File: src/common/ecp_port_params.svh
// Constants for the extended capabilities parallel port core.
// Assumes an 8-bit ISA data path and a 10-bit configured base address.
// How it works
// One shared 16-byte FIFO carries bytes in both directions.
// Received run-length byte is dropped; following byte is repeated by count.
// No negotiation; automatic DMA burst channel both ways in ECP mode.
// Compatibility FIFO mode strobes each byte to the printer automatically.
// Without extended mode the port acts as a standard printer port.
// Host puts byte out, asserts strobe, interlocked with peripheral busy.
// Peripheral drops busy when it can take another byte.
// In reverse, peripheral busy level marks command versus data.
// In reverse, peripheral asserts ack for valid data, interlocked with autofeed.
// In reverse, host asserts autofeed to request each byte.
// In forward, host autofeed level marks command versus data.
// Init low turns the channel to reverse, high keeps it forward.
// Peripheral answers reverse request by pulling paper error low.
// Host drives the data bus only after paper error shows forward.
// Peripheral drives data only in ECP, autofeed low, select-in high.
// Select-in stays deasserted throughout ECP operation.
// Peripheral may pull fault low as a hint; host alone picks direction.
// Falling fault input can raise an error interrupt.
// Three-bit mode field selects standard through configuration operation.
// Decoded register set depends on mode; other modes undefined.
// Extended registers sit at +400h, +401h, +402h via upper address bit.
// Offsets add to base address; decode only while AEN is inactive.
// Port word is fixed at eight bits.
// Extended control bits 7 to 5 hold the read-write mode field.
// ECP write at offset zero enters FIFO as command, sent with command flag.
// Command bit 7 low gives run-length count, high gives channel address.
// Run-length count N delivers the next data byte N plus one times.
`ifndef ECP_PORT_PARAMS_SVH
`define ECP_PORT_PARAMS_SVH
`define OFS_DATA 11'h000
`define OFS_DSR 11'h001
`define OFS_DCR 11'h002
`define OFS_FIFO 11'h400
`define OFS_CFGB 11'h401
`define OFS_ECR 11'h402
`define MODE_STD 3'h0
`define MODE_BIDIR 3'h1
`define MODE_COMPAT 3'h2
`define MODE_ECP 3'h3
`define MODE_EPP 3'h4
`define MODE_TEST 3'h6
`define MODE_CFG 3'h7
`define FIFO_DEPTH 5'h10
`define CFGA_VALUE 8'h10
`define CFGB_IRQ 3'h0
`define CFGB_DMA 3'h0
`define WR_THRESH 5'h08
`define RD_THRESH 5'h08
`define DCR_RESET 6'h00
`define DATA_RESET 8'h00
`define ECR_MODE_RESET 3'h0
`endif

File: src/common/ecp_port_pkg.sv
// Types for the extended capabilities parallel port core.
// Assumes the constants header is included by users alongside.
package ecp_port_pkg;
	typedef enum logic [3:0] {F_IDLE = 4'h1, F_SETUP = 4'h2, F_STROBE = 4'h4,
		F_HOLD = 4'h8} fwd_state_t;
	typedef enum logic [3:0] {R_IDLE = 4'h1, R_REQ = 4'h2, R_ACK = 4'h4,
		R_REP = 4'h8} rev_state_t;
endpackage : ecp_port_pkg

File: src/core/ecp_parallel_port.sv
// ISA-side extended capabilities parallel port with shared FIFO and decompression.
// Assumes ISA strobes are synchronous to mclk and a configured base address.
`timescale 1ns/1ps
`include "ecp_port_params.svh"
module ecp_parallel_port (
	input wire logic mclk,
	input wire logic rst_b,
	input wire logic [10:0] sa,
	input wire logic [9:0] base_addr,
	input wire logic aen,
	input wire logic iow_b,
	input wire logic ior_b,
	input wire logic [7:0] sd_in,
	output logic [7:0] sd_out,
	output logic sd_oe_b,
	input wire logic dack_b,
	input wire logic tc,
	output logic drq,
	input wire logic irq_value,
	output logic irq_err,
	input wire logic [7:0] pd_in,
	output logic [7:0] pd_out,
	output logic pd_oe_b,
	output logic strobe_b,
	output logic autofd_b,
	output logic init_b,
	output logic selectin_b,
	input wire logic busy,
	input wire logic ack_b,
	input wire logic perror,
	input wire logic select,
	input wire logic fault_b
);
	//----------------------------------------
	// Registers and decode
	//----------------------------------------
	logic [8:0] mem [0:15];
	logic [3:0] wp_reg, rp_reg;
	logic [4:0] cnt_reg;
	logic [2:0] mode_reg;
	logic nerr_reg, dma_reg, serv_reg;
	logic [5:0] dcr_reg;
	logic [7:0] data_reg, out_reg, rev_byte_reg, sd_reg;
	logic tag_reg, iow_q, ior_q, fault_q, irq_reg, rle_pend_reg, have_reg;
	logic [6:0] rle_cnt_reg, rep_cnt_reg;
	ecp_port_pkg::fwd_state_t fst_reg;
	ecp_port_pkg::rev_state_t rst_reg;
	logic [10:0] rel;
	logic wr_stb, rd_stb, isa_sel, dma_acc, full, empty, ecp, fifo_mode, test, dir;
	logic hit_data, hit_dsr, hit_dcr, hit_fifo, hit_cfgb, hit_ecr, fifo_port;
	logic host_push, host_pop, rev_push, fwd_pop, push, pop, flush, serv_set, drive;
	logic [8:0] push_word;

	// Address relative to base, qualified by AEN
	assign rel = sa - {1'b0, base_addr};
	assign isa_sel = !aen && dack_b;
	assign dma_acc = !dack_b;
	assign wr_stb = !iow_b && iow_q;
	assign rd_stb = !ior_b && ior_q;
	assign hit_data = isa_sel && (rel == `OFS_DATA);
	assign hit_dsr = isa_sel && (rel == `OFS_DSR);
	assign hit_dcr = isa_sel && (rel == `OFS_DCR);
	assign hit_fifo = isa_sel && (rel == `OFS_FIFO);
	assign hit_cfgb = isa_sel && (rel == `OFS_CFGB);
	assign hit_ecr = isa_sel && (rel == `OFS_ECR);
	// Mode dependent views
	assign ecp = (mode_reg == `MODE_ECP);
	assign test = (mode_reg == `MODE_TEST);
	assign fifo_mode = (mode_reg == `MODE_COMPAT) || ecp;
	assign dir = dcr_reg[5] && (mode_reg != `MODE_STD) && (mode_reg != `MODE_COMPAT);
	assign fifo_port = (hit_fifo || dma_acc) && (fifo_mode || test);
	assign full = (cnt_reg == `FIFO_DEPTH);
	assign empty = (cnt_reg == 5'h00);

	//----------------------------------------
	// FIFO push and pop
	//----------------------------------------
	// Host side feeds forward bytes or command bytes
	assign host_push = wr_stb && !full && (test || !dir)
		&& (fifo_port || (hit_data && ecp));
	assign host_pop = rd_stb && fifo_port && !empty && (test || (ecp && dir));
	assign push = host_push || rev_push;
	assign pop = host_pop || fwd_pop;
	assign push_word = host_push ? {hit_data && ecp, sd_in} : {1'b0, rev_byte_reg};
	assign flush = wr_stb && hit_ecr && (sd_in[7:5] < `MODE_COMPAT);

	// Storage array
	always_ff @(posedge mclk)
	begin
		if (push)
			mem[wp_reg] <= push_word;
	end

	// Pointers and fill count
	always_ff @(posedge mclk)
	begin
		if (!rst_b || flush)
		begin
			wp_reg <= 4'h0;
			rp_reg <= 4'h0;
			cnt_reg <= 5'h00;
		end
		else
		begin
			if (push)
				wp_reg <= wp_reg + 4'h1;
			if (pop)
				rp_reg <= rp_reg + 4'h1;
			if (push && !pop)
				cnt_reg <= cnt_reg + 5'h01;
			else if (pop && !push)
				cnt_reg <= cnt_reg - 5'h01;
		end
	end

	//----------------------------------------
	// Host register writes
	//----------------------------------------
	// Strobe and fault history
	always_ff @(posedge mclk)
	begin
		if (!rst_b)
		begin
			iow_q <= 1'b1;
			ior_q <= 1'b1;
			fault_q <= 1'b1;
		end
		else
		begin
			iow_q <= iow_b;
			ior_q <= ior_b;
			fault_q <= fault_b;
		end
	end

	// Data, control and extended control
	always_ff @(posedge mclk)
	begin
		if (!rst_b)
		begin
			data_reg <= `DATA_RESET;
			dcr_reg <= `DCR_RESET;
			mode_reg <= `ECR_MODE_RESET;
			nerr_reg <= 1'b1;
			dma_reg <= 1'b0;
		end
		else if (wr_stb)
		begin
			if (hit_data && (mode_reg < `MODE_COMPAT))
				data_reg <= sd_in;
			if (hit_dcr)
				dcr_reg <= sd_in[5:0];
			if (hit_ecr)
			begin
				mode_reg <= sd_in[7:5];
				nerr_reg <= sd_in[4];
				dma_reg <= sd_in[3];
			end
		end
	end

	// Service request: hardware set wins over software clear
	assign serv_set = !serv_reg && fifo_mode && (dma_reg ? (dma_acc && tc && (wr_stb || rd_stb))
		: (dir ? (cnt_reg >= `RD_THRESH) : ((`FIFO_DEPTH - cnt_reg) >= `WR_THRESH)));
	always_ff @(posedge mclk)
	begin
		if (!rst_b)
			serv_reg <= 1'b1;
		else if (serv_set)
			serv_reg <= 1'b1;
		else if (wr_stb && hit_ecr)
			serv_reg <= sd_in[2];
	end

	// Error interrupt on falling fault or on enabling while fault is low
	always_ff @(posedge mclk)
	begin
		if (!rst_b)
			irq_reg <= 1'b0;
		else
			irq_reg <= ecp && ((!nerr_reg && fault_q && !fault_b)
				|| (wr_stb && hit_ecr && nerr_reg && !sd_in[4] && !fault_b));
	end
	assign irq_err = irq_reg;

	// DMA request in burst modes
	assign drq = dma_reg && !serv_reg && fifo_mode && (dir ? !empty : !full);

	//----------------------------------------
	// Host register reads
	//----------------------------------------
	// Read data captured at the start of the read strobe
	always_ff @(posedge mclk)
	begin
		if (!rst_b)
			sd_reg <= 8'h00;
		else if (rd_stb)
		begin
			if (hit_data)
				sd_reg <= pd_in;
			else if (hit_dsr)
				sd_reg <= {~busy, ack_b, perror, select, fault_b, 3'h0};
			else if (hit_dcr)
				sd_reg <= {2'h0, dcr_reg};
			else if (hit_fifo && (mode_reg == `MODE_CFG))
				sd_reg <= `CFGA_VALUE;
			else if (fifo_port)
				sd_reg <= empty ? mem[rp_reg - 4'h1][7:0] : mem[rp_reg][7:0];
			else if (hit_cfgb && (mode_reg == `MODE_CFG))
				sd_reg <= {1'b0, irq_value, `CFGB_IRQ, `CFGB_DMA};
			else if (hit_ecr)
				sd_reg <= {mode_reg, nerr_reg, dma_reg, serv_reg, full, empty};
			else
				sd_reg <= 8'hff;
		end
	end
	assign sd_out = sd_reg;
	assign sd_oe_b = !(!ior_b && (hit_data || hit_dsr || hit_dcr || hit_ecr || fifo_port
		|| ((hit_fifo || hit_cfgb) && (mode_reg == `MODE_CFG))));

	//----------------------------------------
	// Forward handshake engine
	//----------------------------------------
	assign fwd_pop = (fst_reg == ecp_port_pkg::F_IDLE) && !empty && !busy
		&& ((mode_reg == `MODE_COMPAT) || (ecp && !dir && perror));
	always_ff @(posedge mclk)
	begin
		if (!rst_b)
		begin
			fst_reg <= ecp_port_pkg::F_IDLE;
			out_reg <= 8'h00;
			tag_reg <= 1'b0;
		end
		else
		begin
			case (fst_reg)
				ecp_port_pkg::F_IDLE:
					if (fwd_pop)
					begin
						out_reg <= mem[rp_reg][7:0];
						tag_reg <= mem[rp_reg][8];
						fst_reg <= ecp_port_pkg::F_SETUP;
					end
				ecp_port_pkg::F_SETUP:
					fst_reg <= ecp_port_pkg::F_STROBE;
				ecp_port_pkg::F_STROBE:
					if (busy)
						fst_reg <= ecp_port_pkg::F_HOLD;
				ecp_port_pkg::F_HOLD:
					if (!busy)
						fst_reg <= ecp_port_pkg::F_IDLE;
				default:
					fst_reg <= ecp_port_pkg::F_IDLE;
			endcase
		end
	end

	//----------------------------------------
	// Reverse handshake and decompression
	//----------------------------------------
	assign rev_push = (rst_reg == ecp_port_pkg::R_REP) && !full;
	always_ff @(posedge mclk)
	begin
		if (!rst_b)
		begin
			rst_reg <= ecp_port_pkg::R_IDLE;
			rev_byte_reg <= 8'h00;
			rle_cnt_reg <= 7'h00;
			rep_cnt_reg <= 7'h00;
			rle_pend_reg <= 1'b0;
			have_reg <= 1'b0;
		end
		else
		begin
			case (rst_reg)
				ecp_port_pkg::R_IDLE:
					if (ecp && dir && !perror && !full)
						rst_reg <= ecp_port_pkg::R_REQ;
				ecp_port_pkg::R_REQ:
					if (!ack_b)
					begin
						rst_reg <= ecp_port_pkg::R_ACK;
						have_reg <= busy;
						if (busy)
						begin
							rev_byte_reg <= pd_in;
							rep_cnt_reg <= rle_pend_reg ? rle_cnt_reg : 7'h00;
							rle_pend_reg <= 1'b0;
						end
						else if (!pd_in[7])
						begin
							rle_cnt_reg <= pd_in[6:0];
							rle_pend_reg <= 1'b1;
						end
					end
				ecp_port_pkg::R_ACK:
					if (ack_b)
						rst_reg <= have_reg ? ecp_port_pkg::R_REP : ecp_port_pkg::R_IDLE;
				ecp_port_pkg::R_REP:
					if (!full)
					begin
						if (rep_cnt_reg == 7'h00)
							rst_reg <= ecp_port_pkg::R_IDLE;
						else
							rep_cnt_reg <= rep_cnt_reg - 7'h01;
					end
				default:
					rst_reg <= ecp_port_pkg::R_IDLE;
			endcase
		end
	end

	//----------------------------------------
	// Parallel pins
	//----------------------------------------
	assign drive = ecp ? (!dir && perror) : !dir;
	assign pd_oe_b = !drive;
	assign pd_out = fifo_mode ? out_reg : data_reg;
	assign strobe_b = fifo_mode ? (fst_reg != ecp_port_pkg::F_STROBE) : ~dcr_reg[0];
	assign autofd_b = ecp ? (dir ? (rst_reg != ecp_port_pkg::R_REQ) : !tag_reg)
		: ~dcr_reg[1];
	assign init_b = ecp ? !dir : dcr_reg[2];
	assign selectin_b = ecp ? 1'b1 : ~dcr_reg[3];
endmodule : ecp_parallel_port

File: config.mk
export PLATFORM = sky130hd
export DESIGN_NAME = ecp_parallel_port
export DESIGN_NICKNAME = d
export VERILOG_FILES = /design/src/common/ecp_port_pkg.sv /design/src/core/ecp_parallel_port.sv
export VERILOG_INCLUDE_DIRS = /design/src /design/src/common
export SDC_FILE = /design/constraint.sdc
export NUM_CORES = 1
export LEC_CHECK = 0
export ABC_CLOCK_PERIOD_IN_PS = 4850
export BUFFER_PORTS_ARGS = -buffer_cell sky130_fd_sc_hd__buf_2
export CAP_MARGIN = 20
export CORE_MARGIN = 2
export CORE_UTILIZATION = 50
export CTS_CLUSTER_SIZE = 16
export DETAILED_ROUTE_END_ITERATION = 8
export GPL_ROUTABILITY_DRIVEN = 0
export PLACE_DENSITY = 0.7
export SLEW_MARGIN = 20
export SYNTH_ARGS = -nofsm -noshare
export SYNTH_HDL_FRONTEND = slang
export SYNTH_SLANG_ARGS = --single-unit
File: constraint.sdc
create_clock -name mclk -period 4.85 [get_ports mclk]
set_clock_uncertainty 0.2 [all_clocks]
set_input_delay 0.485 -clock mclk [delete_from_list [all_inputs] [get_ports mclk]]
set_output_delay 0.485 -clock mclk [all_outputs]
set_load 0.01 [all_outputs]
==> flow_summary.yaml <==
setup_path:
  arrival_ns: 3.72
  path_cells: "buf_2 -> inv_1 -> ha_1 -> fa_2 -> nor2b_1 -> o2111ai_1 -> and4_1 -> or4_1 -> or4b_4 -> nor3_4 -> buf_4 -> or2_1 -> buf_4 -> o21bai_1 -> buf_2"
  start_kind: "input pin"
  crit_required_ns: 4.16
  worstPathBufferInverterCount: 5
  cpPeakStageDelay_ns: 0.55
  worstSetupPathType: "in2out"
  cp-end-kind: "output pin"
  critical_path.top_delay_family: "simple AND/OR/NAND/NOR gates"
  crit_path_top_delay_cell: "or4_1"
  cp_max_fo: 7
grt:
  grt_pass1_wl_mm: 48.20
  grt_max_degree: 52
  grt_pass1_vias: 8243
  antenna_found_initial: 0
  gr-usage-all-layers_pct: 24.34
  gr-total-overflow: 0
routing:
  via_count: 8586
  antenna_left: 0
  drtIter0Drc: 1001
  post_drt_wl_per_cell_um: 22.74
  drt-total-wl_mm: 31.47
  route.detailed.drc: 0
  firstDrtPassIters: 5
  vias_per_cell: 6.204
floorplan:
  die_y_um: 160.5
  dieArea_um2: 25770
  core_area_um2: 24180
  io-pin-count: 74
  die_x_um: 160.5
  rows: 57
  initial_core_util_pct: 50.68
timing:
  period_needed_ns: 4.407
  rsz0062_at_grt: "no"
  slew_headroom_pct: 27.00
  finalSetupTns_ns: 0
  setup_viol: 0
  hold_viol_final: 0
  setup_slack_ns: 0.4431
  max_freq_mhz: 226.9
  finalCritPeriodShare_pct: 90.86
  tightestPinTransition_ns: 1.088
  drv_slew: 0
clock_tree:
  htree_levels: 1
  clock_sinks: 234
  clk_latency_ns: 0.54
  cts_setup_buffers: 0
  cts_buffers: 25
  ctsResizeCount: 0
  cts_root_buffer: "clkbuf_16"
  cts_tree: "yes"
  hold_buffers: 2
  clk_pin_slew_ns: 0.06
  cts_buffer_depth: 3
layout:
  nNetsFinal: 1119
  drive_gt1_share_pct: 26.42
  largest_register_ffs: 144
  diodes: 0
  stdcell_count: 1384
  regMostFlops: "mem"
  syn2layout_area_growth_pct: 14.07
  final_util_pct: 57.81
  fin_area_um2: 13980
synth:
  async_flop_share_pct: 0
  synth_edf_count: 144
  synth_cells: 959
  yosysSeqAreaShare_pct: 49.99
  synth_area_leader_cell: "edfxtp_1"
  synth-seq-cells: 234
  synth_warnings: 0
  synthesis.nets: 1035
  synthFlopType: "edfxtp_1"
  synth_cell_type_count: 76
  synth_top_area_share_pct: 35.29
  synth_area_um2: 12250
  synthTopCellsByArea: "edfxtp_1, mux4_2, dfxtp_1"
  synth_area_per_cell_um2: 12.78
place:
  dp_hpwl_mm: 21.42
  place_ws_ns: -0.02421
  port_buffers: 73
  placed_cells: 1337
  placedInstanceArea_um2: 13110
power:
  p_comb_share_pct: 7.7
  p_int_w: 0.003402
  powerDensity_nw_per_um2: 315.8
  p_switching_w: 0.001013
  worst_ir_drop_vdd_mv: 0.2297
  switching_share_pct: 22.95
  leakage_nw: 5.270
  power_frac_seq_pct: 48.5
  clkPwrFrac_pct: 43.8
outcome:
  status: "finished, final reports clean"
min_path:
  hold_class: "in2reg"
job:
  maxCapViolations: 0
metrics by stage:
step / total power [W] / hold WS (ns)
5_1_grt: 0.004543 / 0.02787
6_report: 0.004414 / 0.002909
3_3_place_gp: 0.002512 / 0.2545
3_5_place_dp: 0.002516 / 0.2536
2_1_floorplan: 0.002421 / 0.2337
4_1_cts: 0.004435 / 0.002272
worst paths after layout:
kind              slack [ns]          to       start  cells after the start
setup / recovery        0.44     sd_oe_b       sa[0]                     15
hold reg to reg         0.26     irq_err     fault_q                      2
setup reg to reg        0.92  cnt_reg[4]  cnt_reg[0]                     14
hold / removal         0.003     fault_q     fault_b                      2
power by group through the flow:
stage               sequential [W]  combinational, W  clock (W)
finish                     0.00214          0.000340    0.00193
detailed placement         0.00218          0.000335          0
CTS                        0.00214          0.000338    0.00196
global placement           0.00218          0.000331          0
global route               0.00214          0.000376    0.00202
floorplan                  0.00216          0.000257          0
final cells by class:
class                      instances  area (um^2)
inverter                          30        112.6
fill                            1919        10200
tap                              324        405.4
timing repair buffer             115        685.7
multi-input combinational        637         5809
clock inverter                    15        163.9
sequential                       234         6130
clock buffer                      29        670.6
cell families (layout without fill, tap and decap cells):
logic type / after synthesis / in the layout / synth area share, %
and+or+nand+nor: 286 / 286 / 12.59
DFF: 234 / 234 / 49.99
muxes: 158 / 158 / 22.03
AOI/OAI and AO/OA: 153 / 153 / 8.721
buffers and inverters: 88 / 189 / 2.890
adders and majority gates: 26 / 26 / 2.778
xor gates and xnor gates: 14 / 14 / 1.001
layer usage:
metal / vias to the layer above / track usage [%] / part of all wire (%)
met2: 391 / 40.62 / 48
met1: 4252 / 33.12 / 41
met5: - / 0 / 0
met4: 0 / 7.944 / 3.5
li1: 3867 / - / -
met3: 76 / 3.487 / 7.4
cell usage in the layout, fill, tap and decap left out, types with 25 or more instances in the layout:
cell type	n
a21oi_1	29
buf_2	73
buf_4	39
clkbuf_16	25
dfxtp_1	87
edfxtp_1	144
inv_1	29
mux2i_1	54
mux4_2	85
nand2_1	60
nor2_1	47
nor2b_1	53
o21ai_0	33
synthesized netlist by cell type, drive strengths merged, types with 4 or more instances:
cell type,count
o21ai,35
and3,22
o41ai,4
nand3,23
a21o,7
nand2b,17
ha,24
nor2,47
dfxtp,90
a22o,6
nor4,8
a211oi,4
inv,30
xor2,5
nand2,61
or3,8
a21oi,30
nor3,15
buf,18
nor2b,53
clkbuf,40
xnor2,9
edfxtp,144
nand4,8
o211ai,7
mux2,19
mux2i,54
mux4,85
o31ai,6
a21boi,9
a31oi,5
a22oi,5
worst register-to-register path, cell delays in order (launching register included):
cell and delay (ns):
dfxtp_1 0.46, nor4_1 0.14, ha_1 0.33, a211oi_1 0.90
a31oi_1 0.26, nand2_2 0.14, ha_2 0.21, inv_2 0.07
fa_2 0.36, a21o_1 0.17, a21oi_1 0.19, xnor2_1 0.15
nor2_1 0.07, xnor2_1 0.14, nor2_1 0.05
No activity file was read; power rests on OpenSTA's default activity.
